<file path="src/hdl/pvs_defines.svh">
// constants for the loop scale, output floor and switching rate registers
`ifndef PVS_DEFINES_SVH
`define PVS_DEFINES_SVH

// command codes of the three word registers
`define PVS_OFS_LOOP_SCALE   8'h29
`define PVS_OFS_FLOOR_LIMIT  8'h2b
`define PVS_OFS_RATE_SELECT  8'h33

// linear word field layout
`define PVS_EXP_HI           15
`define PVS_EXP_LO           11
`define PVS_MAN_HI           10
`define PVS_MAN_LO           0

// exponent loaded into the loop scale word at reset
`define PVS_SCALE_RST_EXP    5'h19

// decoded values carry 16 fraction bits
`define PVS_FRAC_BITS        16
`define PVS_Q_EIGHTH         48'sh0000_0000_2000
`define PVS_Q_QUARTER        48'sh0000_0000_4000
`define PVS_Q_HALF           48'sh0000_0000_8000
`define PVS_Q_ONE            48'sh0000_0001_0000

// upper ends of the frequency bands in kHz, gaps fall to the lower band
`define PVS_FB_0             32'sd250
`define PVS_FB_1             32'sd300
`define PVS_FB_2             32'sd350
`define PVS_FB_3             32'sd410
`define PVS_FB_4             32'sd500
`define PVS_FB_5             32'sd600
`define PVS_FB_6             32'sd700
`define PVS_FB_7             32'sd820
`define PVS_FB_8             32'sd1000
`define PVS_FB_9             32'sd1200
`define PVS_FB_10            32'sd1400
`define PVS_FB_TOP           32'sd1650

// effective switching rates in kHz
`define PVS_FE_0             11'd225
`define PVS_FE_1             11'd275
`define PVS_FE_2             11'd325
`define PVS_FE_3             11'd375
`define PVS_FE_4             11'd450
`define PVS_FE_5             11'd550
`define PVS_FE_6             11'd650
`define PVS_FE_7             11'd750
`define PVS_FE_8             11'd900
`define PVS_FE_9             11'd1100
`define PVS_FE_10            11'd1300
`define PVS_FE_11            11'd1500

// largest mantissa that fits with a zero exponent
`define PVS_MAN_MAX          11'd1023

`endif

</file>
<file path="src/hdl/pvs_pkg.sv">
// types shared by the loop scale, floor and rate register logic
`default_nettype none
package pvs_pkg;

    typedef enum logic [1:0] {
        PVS_DIV_EIGHTH,
        PVS_DIV_QUARTER,
        PVS_DIV_HALF,
        PVS_DIV_ONE
    } pvs_divider_type;

    typedef struct packed {
        logic [15:0] scale_word;
        logic [15:0] floor_word;
        logic [15:0] rate_word;
        logic [15:0] hw_scale_word;
        logic [15:0] hw_rate_word;
        logic [15:0] target;
        logic        warn_minmax;
        logic        invalid_data;
        logic [15:0] rd_data;
        logic        rd_valid;
    } pvs_state_type;

endpackage
`default_nettype wire

</file>
<file path="src/hdl/pvs_lin_if.sv">
// carries one linear word and its decoded fixed point value
`timescale 1ns/100ps
`default_nettype none
interface pvs_lin_if;
    logic        [15:0] word;
    logic signed [47:0] value;
    modport src (output word, input value);
    modport dec (input word, output value);
endinterface
`default_nettype wire

</file>
<file path="src/hdl/pvs_regs.sv">
// loop scale, output floor and switching rate registers of the converter
//
// Notes on behaviour
// - the loop scale word holds a five bit exponent reset to 11001b over an eleven bit mantissa from memory.
// - any scale code inside the supported range is stored and read back unchanged.
// - the decoded scale picks a divider of 0.125, 0.25, 0.5 or 1.0 by the band it falls in.
// - an out of range scale write is refused, flags invalid data and raises the alert.
// - the reference conversion uses the applied scale word itself, not the quantised divider.
// - scale and rate writes reach hardware at once when idle; when running, hardware holds until restore or undervoltage reloads it from memory.
// - the floor limit is a sixteen bit unsigned word loaded from memory and updated on the fly.
// - a target change below the floor while running raises the warning and moves the target to the floor.
// - the warning sets the none of the above, output and min max status bits and alerts the host.
// - a ceiling programmed below the running target gives the same warning response.
// - floor writes outside the FLOOR_LO to FLOOR_HI parameter range are refused as invalid data.
// - the rate word is in kHz and its exponent is generated at reset from the stored frequency.
// - requests up to 600 kHz map onto 225, 275, 325, 375, 450 and 550 kHz.
// - requests above that and below 1650 kHz map onto 650, 750, 900, 1100, 1300 and 1500 kHz.
// - the transition rate governs output changes only during conversion, not during turn on or off.
`timescale 1ns/100ps
`default_nettype none
`include "pvs_defines.svh"
module pvs_regs
#(
    parameter logic [15:0] FLOOR_LO = 16'h0000,
    parameter logic [15:0] FLOOR_HI = 16'hffff
)
(
    input  wire logic                    mclk,
    input  wire logic                    sys_rst,
    input  wire logic                    wr_en,
    input  wire logic                    rd_en,
    input  wire logic [7:0]              cmd_addr,
    input  wire logic [15:0]             wr_data,
    output logic      [15:0]             rd_data,
    output logic                         rd_valid,
    input  wire logic [10:0]             nvm_scale_mantissa,
    input  wire logic [15:0]             nvm_floor,
    input  wire logic [10:0]             nvm_rate_khz,
    input  wire logic                    restore_user,
    input  wire logic                    uvlo_cycle,
    input  wire logic                    conv_en,
    input  wire logic                    sequencing,
    input  wire logic [15:0]             target_req,
    input  wire logic                    target_req_valid,
    input  wire logic [15:0]             ceiling_val,
    input  wire logic                    ceiling_wr,
    input  wire logic                    clear_faults,
    output pvs_pkg::pvs_divider_type     divider,
    output logic      [15:0]             vref_scale_word,
    output logic      [10:0]             rate_khz,
    output logic      [15:0]             vout_target,
    output logic                         use_transition_rate,
    output logic                         status_byte_noa,
    output logic                         status_word_vout,
    output logic                         status_vout_minmax,
    output logic                         status_cml_data,
    output logic                         alert
);
    import pvs_pkg::*;

    generate
        if (FLOOR_LO > FLOOR_HI)
        begin : g_bad_range
            $error("floor limit range is empty");
        end
        if (`PVS_EXP_HI - `PVS_EXP_LO != 4 || `PVS_MAN_HI - `PVS_MAN_LO != 10)
        begin : g_bad_fields
            $error("linear word fields do not match the decoder");
        end
        // the decoder biases the exponent by sixteen, which fixes the binary point
        if (`PVS_FRAC_BITS != 16)
        begin : g_bad_frac
            $error("decoded values must carry sixteen fraction bits");
        end
    endgenerate

    pvs_state_type st_q;
    pvs_state_type st_d;
    pvs_state_type reload;
    logic [2:0]    wsel;
    logic [2:0]    rsel;
    logic [15:0]   nvm_rate_word;

    // lin[0]: write data, lin[1]: applied scale, lin[2]: applied rate
    pvs_lin_if lin[3] ();

    genvar gi;
    generate
        for (gi = 0; gi < 3; gi++)
        begin : g_dec
            pvs_lin_decode u_dec
            (
                .lin (lin[gi])
            );
        end
    endgenerate

    assign lin[0].word = wr_data;
    assign lin[1].word = st_q.hw_scale_word;
    assign lin[2].word = st_q.hw_rate_word;

    function automatic logic [2:0] addr_sel(input logic [7:0] a);
        logic [2:0] s;
        s = 3'h0;
        s[0] = (a == `PVS_OFS_LOOP_SCALE);
        s[1] = (a == `PVS_OFS_FLOOR_LIMIT);
        s[2] = (a == `PVS_OFS_RATE_SELECT);
        return s;
    endfunction

    function automatic pvs_divider_type div_map(input logic signed [47:0] v);
        pvs_divider_type d;
        if (v <= `PVS_Q_EIGHTH)
            d = PVS_DIV_EIGHTH;
        else if (v <= `PVS_Q_QUARTER)
            d = PVS_DIV_QUARTER;
        else if (v <= `PVS_Q_HALF)
            d = PVS_DIV_HALF;
        else
            d = PVS_DIV_ONE;
        return d;
    endfunction

    // a zero or negative scale has no divider to pick, so it is refused
    function automatic logic scale_ok(input logic signed [47:0] v);
        return (v > 48'sh0) && (v <= `PVS_Q_ONE);
    endfunction

    // the top band ends short of 1650 kHz, so that value and above are refused
    function automatic logic rate_ok(input logic signed [47:0] v);
        return (v > 48'sh0) && (v[47:`PVS_FRAC_BITS] < `PVS_FB_TOP);
    endfunction

    function automatic logic floor_ok(input logic [15:0] w);
        return (w >= FLOOR_LO) && (w <= FLOOR_HI);
    endfunction

    // unmapped codes read as zero
    function automatic logic [15:0] read_mux(input logic [2:0] s, input pvs_state_type q);
        logic [15:0] r;
        r = 16'h0000;
        if (s[0])
            r = q.scale_word;
        if (s[1])
            r = q.floor_word;
        if (s[2])
            r = q.rate_word;
        return r;
    endfunction

    // fractional kHz truncate, so a gap value lands in the band below
    function automatic logic [10:0] rate_map(input logic signed [47:0] v);
        logic signed [31:0] k;
        logic        [10:0] f;
        k = v[47:`PVS_FRAC_BITS];
        if (k <= `PVS_FB_0)
            f = `PVS_FE_0;
        else if (k <= `PVS_FB_1)
            f = `PVS_FE_1;
        else if (k <= `PVS_FB_2)
            f = `PVS_FE_2;
        else if (k <= `PVS_FB_3)
            f = `PVS_FE_3;
        else if (k <= `PVS_FB_4)
            f = `PVS_FE_4;
        else if (k <= `PVS_FB_5)
            f = `PVS_FE_5;
        else if (k <= `PVS_FB_6)
            f = `PVS_FE_6;
        else if (k <= `PVS_FB_7)
            f = `PVS_FE_7;
        else if (k <= `PVS_FB_8)
            f = `PVS_FE_8;
        else if (k <= `PVS_FB_9)
            f = `PVS_FE_9;
        else if (k <= `PVS_FB_10)
            f = `PVS_FE_10;
        else
            f = `PVS_FE_11;
        return f;
    endfunction

    // above 1023 kHz the mantissa overflows, so halve it with exponent one
    always_comb
    begin
        if (nvm_rate_khz > `PVS_MAN_MAX)
            nvm_rate_word = {5'h01, 1'b0, nvm_rate_khz[10:1]};
        else
            nvm_rate_word = {5'h00, nvm_rate_khz};
    end

    always_comb
    begin
        reload               = st_q;
        reload.scale_word    = {`PVS_SCALE_RST_EXP, nvm_scale_mantissa};
        reload.hw_scale_word = reload.scale_word;
        reload.floor_word    = nvm_floor;
        reload.rate_word     = nvm_rate_word;
        reload.hw_rate_word  = nvm_rate_word;
    end

    always_comb
    begin
        st_d = st_q;
        wsel = addr_sel(cmd_addr);
        rsel = addr_sel(cmd_addr);
        st_d.rd_valid = rd_en;
        if (rd_en)
            st_d.rd_data = read_mux(rsel, st_q);
        if (clear_faults)
        begin
            st_d.warn_minmax  = 1'b0;
            st_d.invalid_data = 1'b0;
        end
        // a reload overrides any scale, floor or rate write in the same cycle, so that write is lost
        if (restore_user || uvlo_cycle)
        begin
            st_d.scale_word    = reload.scale_word;
            st_d.hw_scale_word = reload.hw_scale_word;
            st_d.floor_word    = reload.floor_word;
            st_d.rate_word     = reload.rate_word;
            st_d.hw_rate_word  = reload.hw_rate_word;
        end
        else if (wr_en)
        begin
            if (wsel[0])
            begin
                if (scale_ok(lin[0].value))
                begin
                    st_d.scale_word = wr_data;
                    if (!conv_en)
                        st_d.hw_scale_word = wr_data;
                end
                else
                    st_d.invalid_data = 1'b1;
            end
            if (wsel[1])
            begin
                if (floor_ok(wr_data))
                    st_d.floor_word = wr_data;
                else
                    st_d.invalid_data = 1'b1;
            end
            if (wsel[2])
            begin
                if (rate_ok(lin[0].value))
                begin
                    st_d.rate_word = wr_data;
                    if (!conv_en)
                        st_d.hw_rate_word = wr_data;
                end
                else
                    st_d.invalid_data = 1'b1;
            end
        end
        // a target request outranks a ceiling write arriving with it
        if (target_req_valid)
        begin
            if (conv_en && target_req < st_q.floor_word)
            begin
                st_d.target      = st_q.floor_word;
                st_d.warn_minmax = 1'b1;
            end
            else
                st_d.target = target_req;
        end
        else if (ceiling_wr && conv_en && ceiling_val < st_q.target)
        begin
            st_d.target      = ceiling_val;
            st_d.warn_minmax = 1'b1;
        end
    end

    // synchronous reset, so reloading from memory inputs here is safe
    always_ff @(posedge mclk)
    begin
        if (sys_rst)
        begin
            st_q              <= reload;
            st_q.target       <= 16'h0000;
            st_q.warn_minmax  <= 1'b0;
            st_q.invalid_data <= 1'b0;
            st_q.rd_data      <= 16'h0000;
            st_q.rd_valid     <= 1'b0;
        end
        else
            st_q <= st_d;
    end

    // divider and rate decode straight from the applied copies, so they move on the write edge
    assign divider             = div_map(lin[1].value);
    assign vref_scale_word     = st_q.hw_scale_word;
    assign rate_khz            = rate_map(lin[2].value);
    assign vout_target         = st_q.target;
    assign use_transition_rate = conv_en & ~sequencing;
    assign status_byte_noa     = st_q.warn_minmax;
    assign status_word_vout    = st_q.warn_minmax;
    assign status_vout_minmax  = st_q.warn_minmax;
    assign status_cml_data     = st_q.invalid_data;
    assign alert               = st_q.warn_minmax | st_q.invalid_data;
    assign rd_data             = st_q.rd_data;
    assign rd_valid            = st_q.rd_valid;
endmodule
`default_nettype wire

</file>
<file path="src/hdl/pvs_lin_decode.sv">
// decodes a linear word into a signed value with 16 fraction bits
`timescale 1ns/100ps
`default_nettype none
`include "pvs_defines.svh"
module pvs_lin_decode
(
    pvs_lin_if.dec lin
);
    logic        [4:0]  shift;
    logic signed [47:0] mant_ext;

    // exponent spans -16..15, so adding 16 is a flip of its sign bit
    always_comb
    begin
        shift    = {~lin.word[`PVS_EXP_HI], lin.word[`PVS_EXP_HI-1:`PVS_EXP_LO]};
        mant_ext = {{37{lin.word[`PVS_MAN_HI]}}, lin.word[`PVS_MAN_HI:`PVS_MAN_LO]};
        lin.value = mant_ext <<< shift;
    end
endmodule
`default_nettype wire

</file>
<file path="config.mk">
export PLATFORM = sky130hd
export DESIGN_NAME = pvs_regs
export DESIGN_NICKNAME = d
export VERILOG_FILES = /design/src/hdl/pvs_pkg.sv /design/src/hdl/pvs_lin_if.sv /design/src/hdl/pvs_regs.sv /design/src/hdl/pvs_lin_decode.sv
export VERILOG_INCLUDE_DIRS = /design/src /design/src/hdl
export SDC_FILE = /design/constraint.sdc
export NUM_CORES = 1
export LEC_CHECK = 0
export ABC_AREA = 1
export BUFFER_PORTS_ARGS = -buffer_cell sky130_fd_sc_hd__buf_4
export CELL_PAD_IN_SITES_DETAIL_PLACEMENT = 1
export CELL_PAD_IN_SITES_GLOBAL_PLACEMENT = 2
export CORE_MARGIN = 4
export CORE_UTILIZATION = 31
export DETAILED_ROUTE_END_ITERATION = 6
export PLACE_DENSITY_LB_ADDON = 0.1
export SYNTH_ARGS = -nofsm -noshare
export SYNTH_HDL_FRONTEND = slang
export SYNTH_SLANG_ARGS = --single-unit
</file>
<file path="constraint.sdc">
create_clock -name mclk -period 4.3 [get_ports mclk]
set_clock_uncertainty 0.1 [all_clocks]
set_input_delay 0.215 -clock mclk [delete_from_list [all_inputs] [get_ports mclk]]
set_output_delay 0.215 -clock mclk [all_outputs]
set_load 0.02 [all_outputs]
</file>
==> results.cfg <==
[detailed_routing]
routed_wl_mm = 39.6
drtIter0Drc = 616
drc_errors = 0
vias_per_cell = 5.06
ant_nets = 0
dr.pass1.iters = 5
vias = 11027
routedWlPerCell_um = 18.2

[clock_network]
clock_sinks = 115
cts_tree = yes
cts.clk_slew.worst_paths_ns = 0.06
clk_latency_ns = 0.42
numCtsBuffers = 17
cts_buffer_depth = 2
cts_root_buffer = clkbuf_16
h-tree-depth = 4

[synthesis]
netlist_instances = 1631
ys_ff_latch = 115
syn_area_mm2 = 0.0104
yosysSeqAreaShare_pct = 28.9
ys_warn_count = 0
syn_nets = 1766
synth_edf_count = 70
synth_cell_types = 54
synth_flop_cell = edfxtp_1
async_flop_share_pct = 0
synth.avg_cell_area_um2 = 6.36

[cells_and_area]
antenna_cells = 0
final_nets = 1860
syn2layout_area_growth_pct = 18.7
regArea_mm2 = 0.00300
multi_input_area_mm2 = 0.00608
final_layout_size_suffix_gt1_share_pct = 17.5
fill_cells = 4299
stdcell_area_mm2 = 0.0123

[power]
p_sw_share_pct = 36.8
power_w = 0.00401
p_seq_share_pct = 33.5
pwr-share-clk_pct = 34.9
p_int_w = 0.00254
power_switching_w = 0.00148
leakagePower_nw = 5.74
ir_drop_uv = 326
p_per_area_mw_per_mm2 = 326
comb_power_share_pct = 31.6

[placement]
gp_congestion = 0.867
place_area_mm2 = 0.0116
portBuffers = 172
place_hpwl_mm = 32.2

[timing]
final.setup.tns_ns = 0
finalSetupViolCount = 0
fmax_mhz = 253
worst_pin_slew_ns = 0.795
max_slew_margin_pct = 46.8
finalCritPeriodShare_pct = 92.1
slew_viol_final = 0
hold_violations = 0
fin_crit_ns = 3.96
rsz0062_at_grt = false

[setup_path]
crit_required_ns = 3.98
crit_arrival_ns = 3.65
reg2regPathDepth = 11
r2r_start = st_q[94]
crit_end = rate_khz[7]
r2r_end = vout_target[7]
crit_type = flip-flop to output pin
cp-end-kind = output pin
cp-startpoint = lin[2].word[15]
startpoint_type = flip-flop
worstPathMaxFanout = 17
rrSetupSlack_ns = 1.42

[global_route]
grt_pass1_vias = 11188
gr-usage-all-layers_pct = 21.6
grt_pass1_wl_mm = 62.3
grt_max_degree = 43
gr-total-overflow = 0
antenna_found_initial = 0

[hold_path]
worstHoldPathType = input pin to flip-flop
min_path_cells = 3

[die]
row_count = 66
ios = 173
core_mm2 = 0.0328
initial_utilization_pct = 31.7
chipWidth_um = 191
die_area_mm2 = 0.0365
die_y_um = 191

[run_status]
outcome = completed

[job]
drv_cap = 0
## layer usage
metal	track usage (%)	vias up	wire, um
met2	35.5	242	18000
met4	5.22	0	658
met5	0	-	0
li1	-	5535	-
met3	2.54	31	1630
met1	30.5	5219	19300
## flip-flops by register name, summed over array words and instances, names as in the netlist
register,count
st_q,48
lin.word,16
rd_data,16
vout_target,16
vref_scale_word,16
rd_valid,1
status_byte_noa,1
status_cml_data,1
## worst max-delay path: stages (launching register included)
cell and delay, ns:
edfxtp_1 0.64, nand2_1 0.50, inv_1 0.17, o21bai_1 0.21, nor2_2 0.19, nand3_1 0.11, nor2_2 0.20, inv_1 0.12
nor2_2 0.17, nand3_1 0.09, nand2_1 0.07, nand2_1 0.09, nor2_2 0.19, a21boi_1 0.23, o21ai_1 0.08, buf_4 0.16
## what timing repair did
| item | CTS | global route |
|---|---|---|
| resized for setup | 0 | 3 |
| hold buffers | 8 | 0 |
| endpoints found under the hold margin | 8 | 0 |
| setup endpoints to repair | 0 | 10 |
| setup buffers | 0 | 6 |
## cell families after synthesis
group / after synthesis / synth area share, %
AND/OR/NAND/NOR: 914 / 37.7
multiplexers: 10 / 0.964
AO/OA/AOI/OAI: 281 / 16.2
adder cells (fa/ha/maj): 30 / 3.62
buffers and inverters: 281 / 12.6
flip-flops: 115 / 28.9
## power groups by stage
stage                     registers [W]  logic, W  clock network, W
after detailed placement        0.00137   0.00125                 0
after CTS                       0.00135   0.00126           0.00142
after global routing            0.00136   0.00143           0.00148
after floorplan                 0.00133  0.000859                 0
after global placement          0.00137   0.00124                 0
final                           0.00134   0.00127           0.00140
## placed cells by master, fill, tap and decap left out, types with 19 or more instances in the layout
cell type	count
nand2_1	528
dfxtp_1	45
a21oi_1	69
nor2_1	145
inv_1	140
edfxtp_1	70
nand3_1	142
o21ai_1	27
o21ai_0	118
ha_1	30
buf_4	190
nor2_2	19
## stage by stage
stage	hold WS [ns]	utilization (%)	worst slack, ns	instances
finish	0.0192	37.6	0.340	2180
detailed placement	0.371	35.4	0.681	2134
global route	0.0219	37.6	0.0339	2180
CTS	0.0123	37.4	0.211	2174
floorplan	0.247	-	0.960	1631
global placement	0.356	35.4	0.687	2134
## worst min path at each step
stage,start,endpoint,slack (ns)
5_1_grt,nvm_floor[9],st_q[92],0.02
6_report,nvm_floor[9],st_q[92],0.02
4_1_cts,nvm_floor[9],st_q[92],0.01
3_3_place_gp,st_q[114],st_q[114],0.36
2_1_floorplan,conv_en,vref_scale_word[12],0.25
3_5_place_dp,st_q[113],st_q[113],0.37
## cells in the mapped netlist (16+ instances only)
cell type / count / area (um2)
a41oi_1: 17 / 149
inv_1: 141 / 529
dfxtp_1: 45 / 901
nor2_1: 146 / 548
nand4_1: 16 / 100
nor2_2: 19 / 119
nand3_1: 142 / 711
o21ai_0: 120 / 601
nand2_1: 528 / 1980
o21ai_1: 25 / 125
ha_1: 30 / 375
a21oi_1: 69 / 345
clkbuf_1: 39 / 146
buf_4: 51 / 383
buf_2: 18 / 90.1
edfxtp_1: 70 / 2100
## final cells by class
class	instances	share of cell area, %
Tap cell	442	4.49
Clock inverter	14	1.18
Timing Repair Buffer	198	12.2
Inverter	158	4.87
Multi-Input combinational cell	1235	49.3
Sequential cell	115	24.4
Clock buffer	18	3.56
Note: power is estimated with default switching activity, not from simulation.
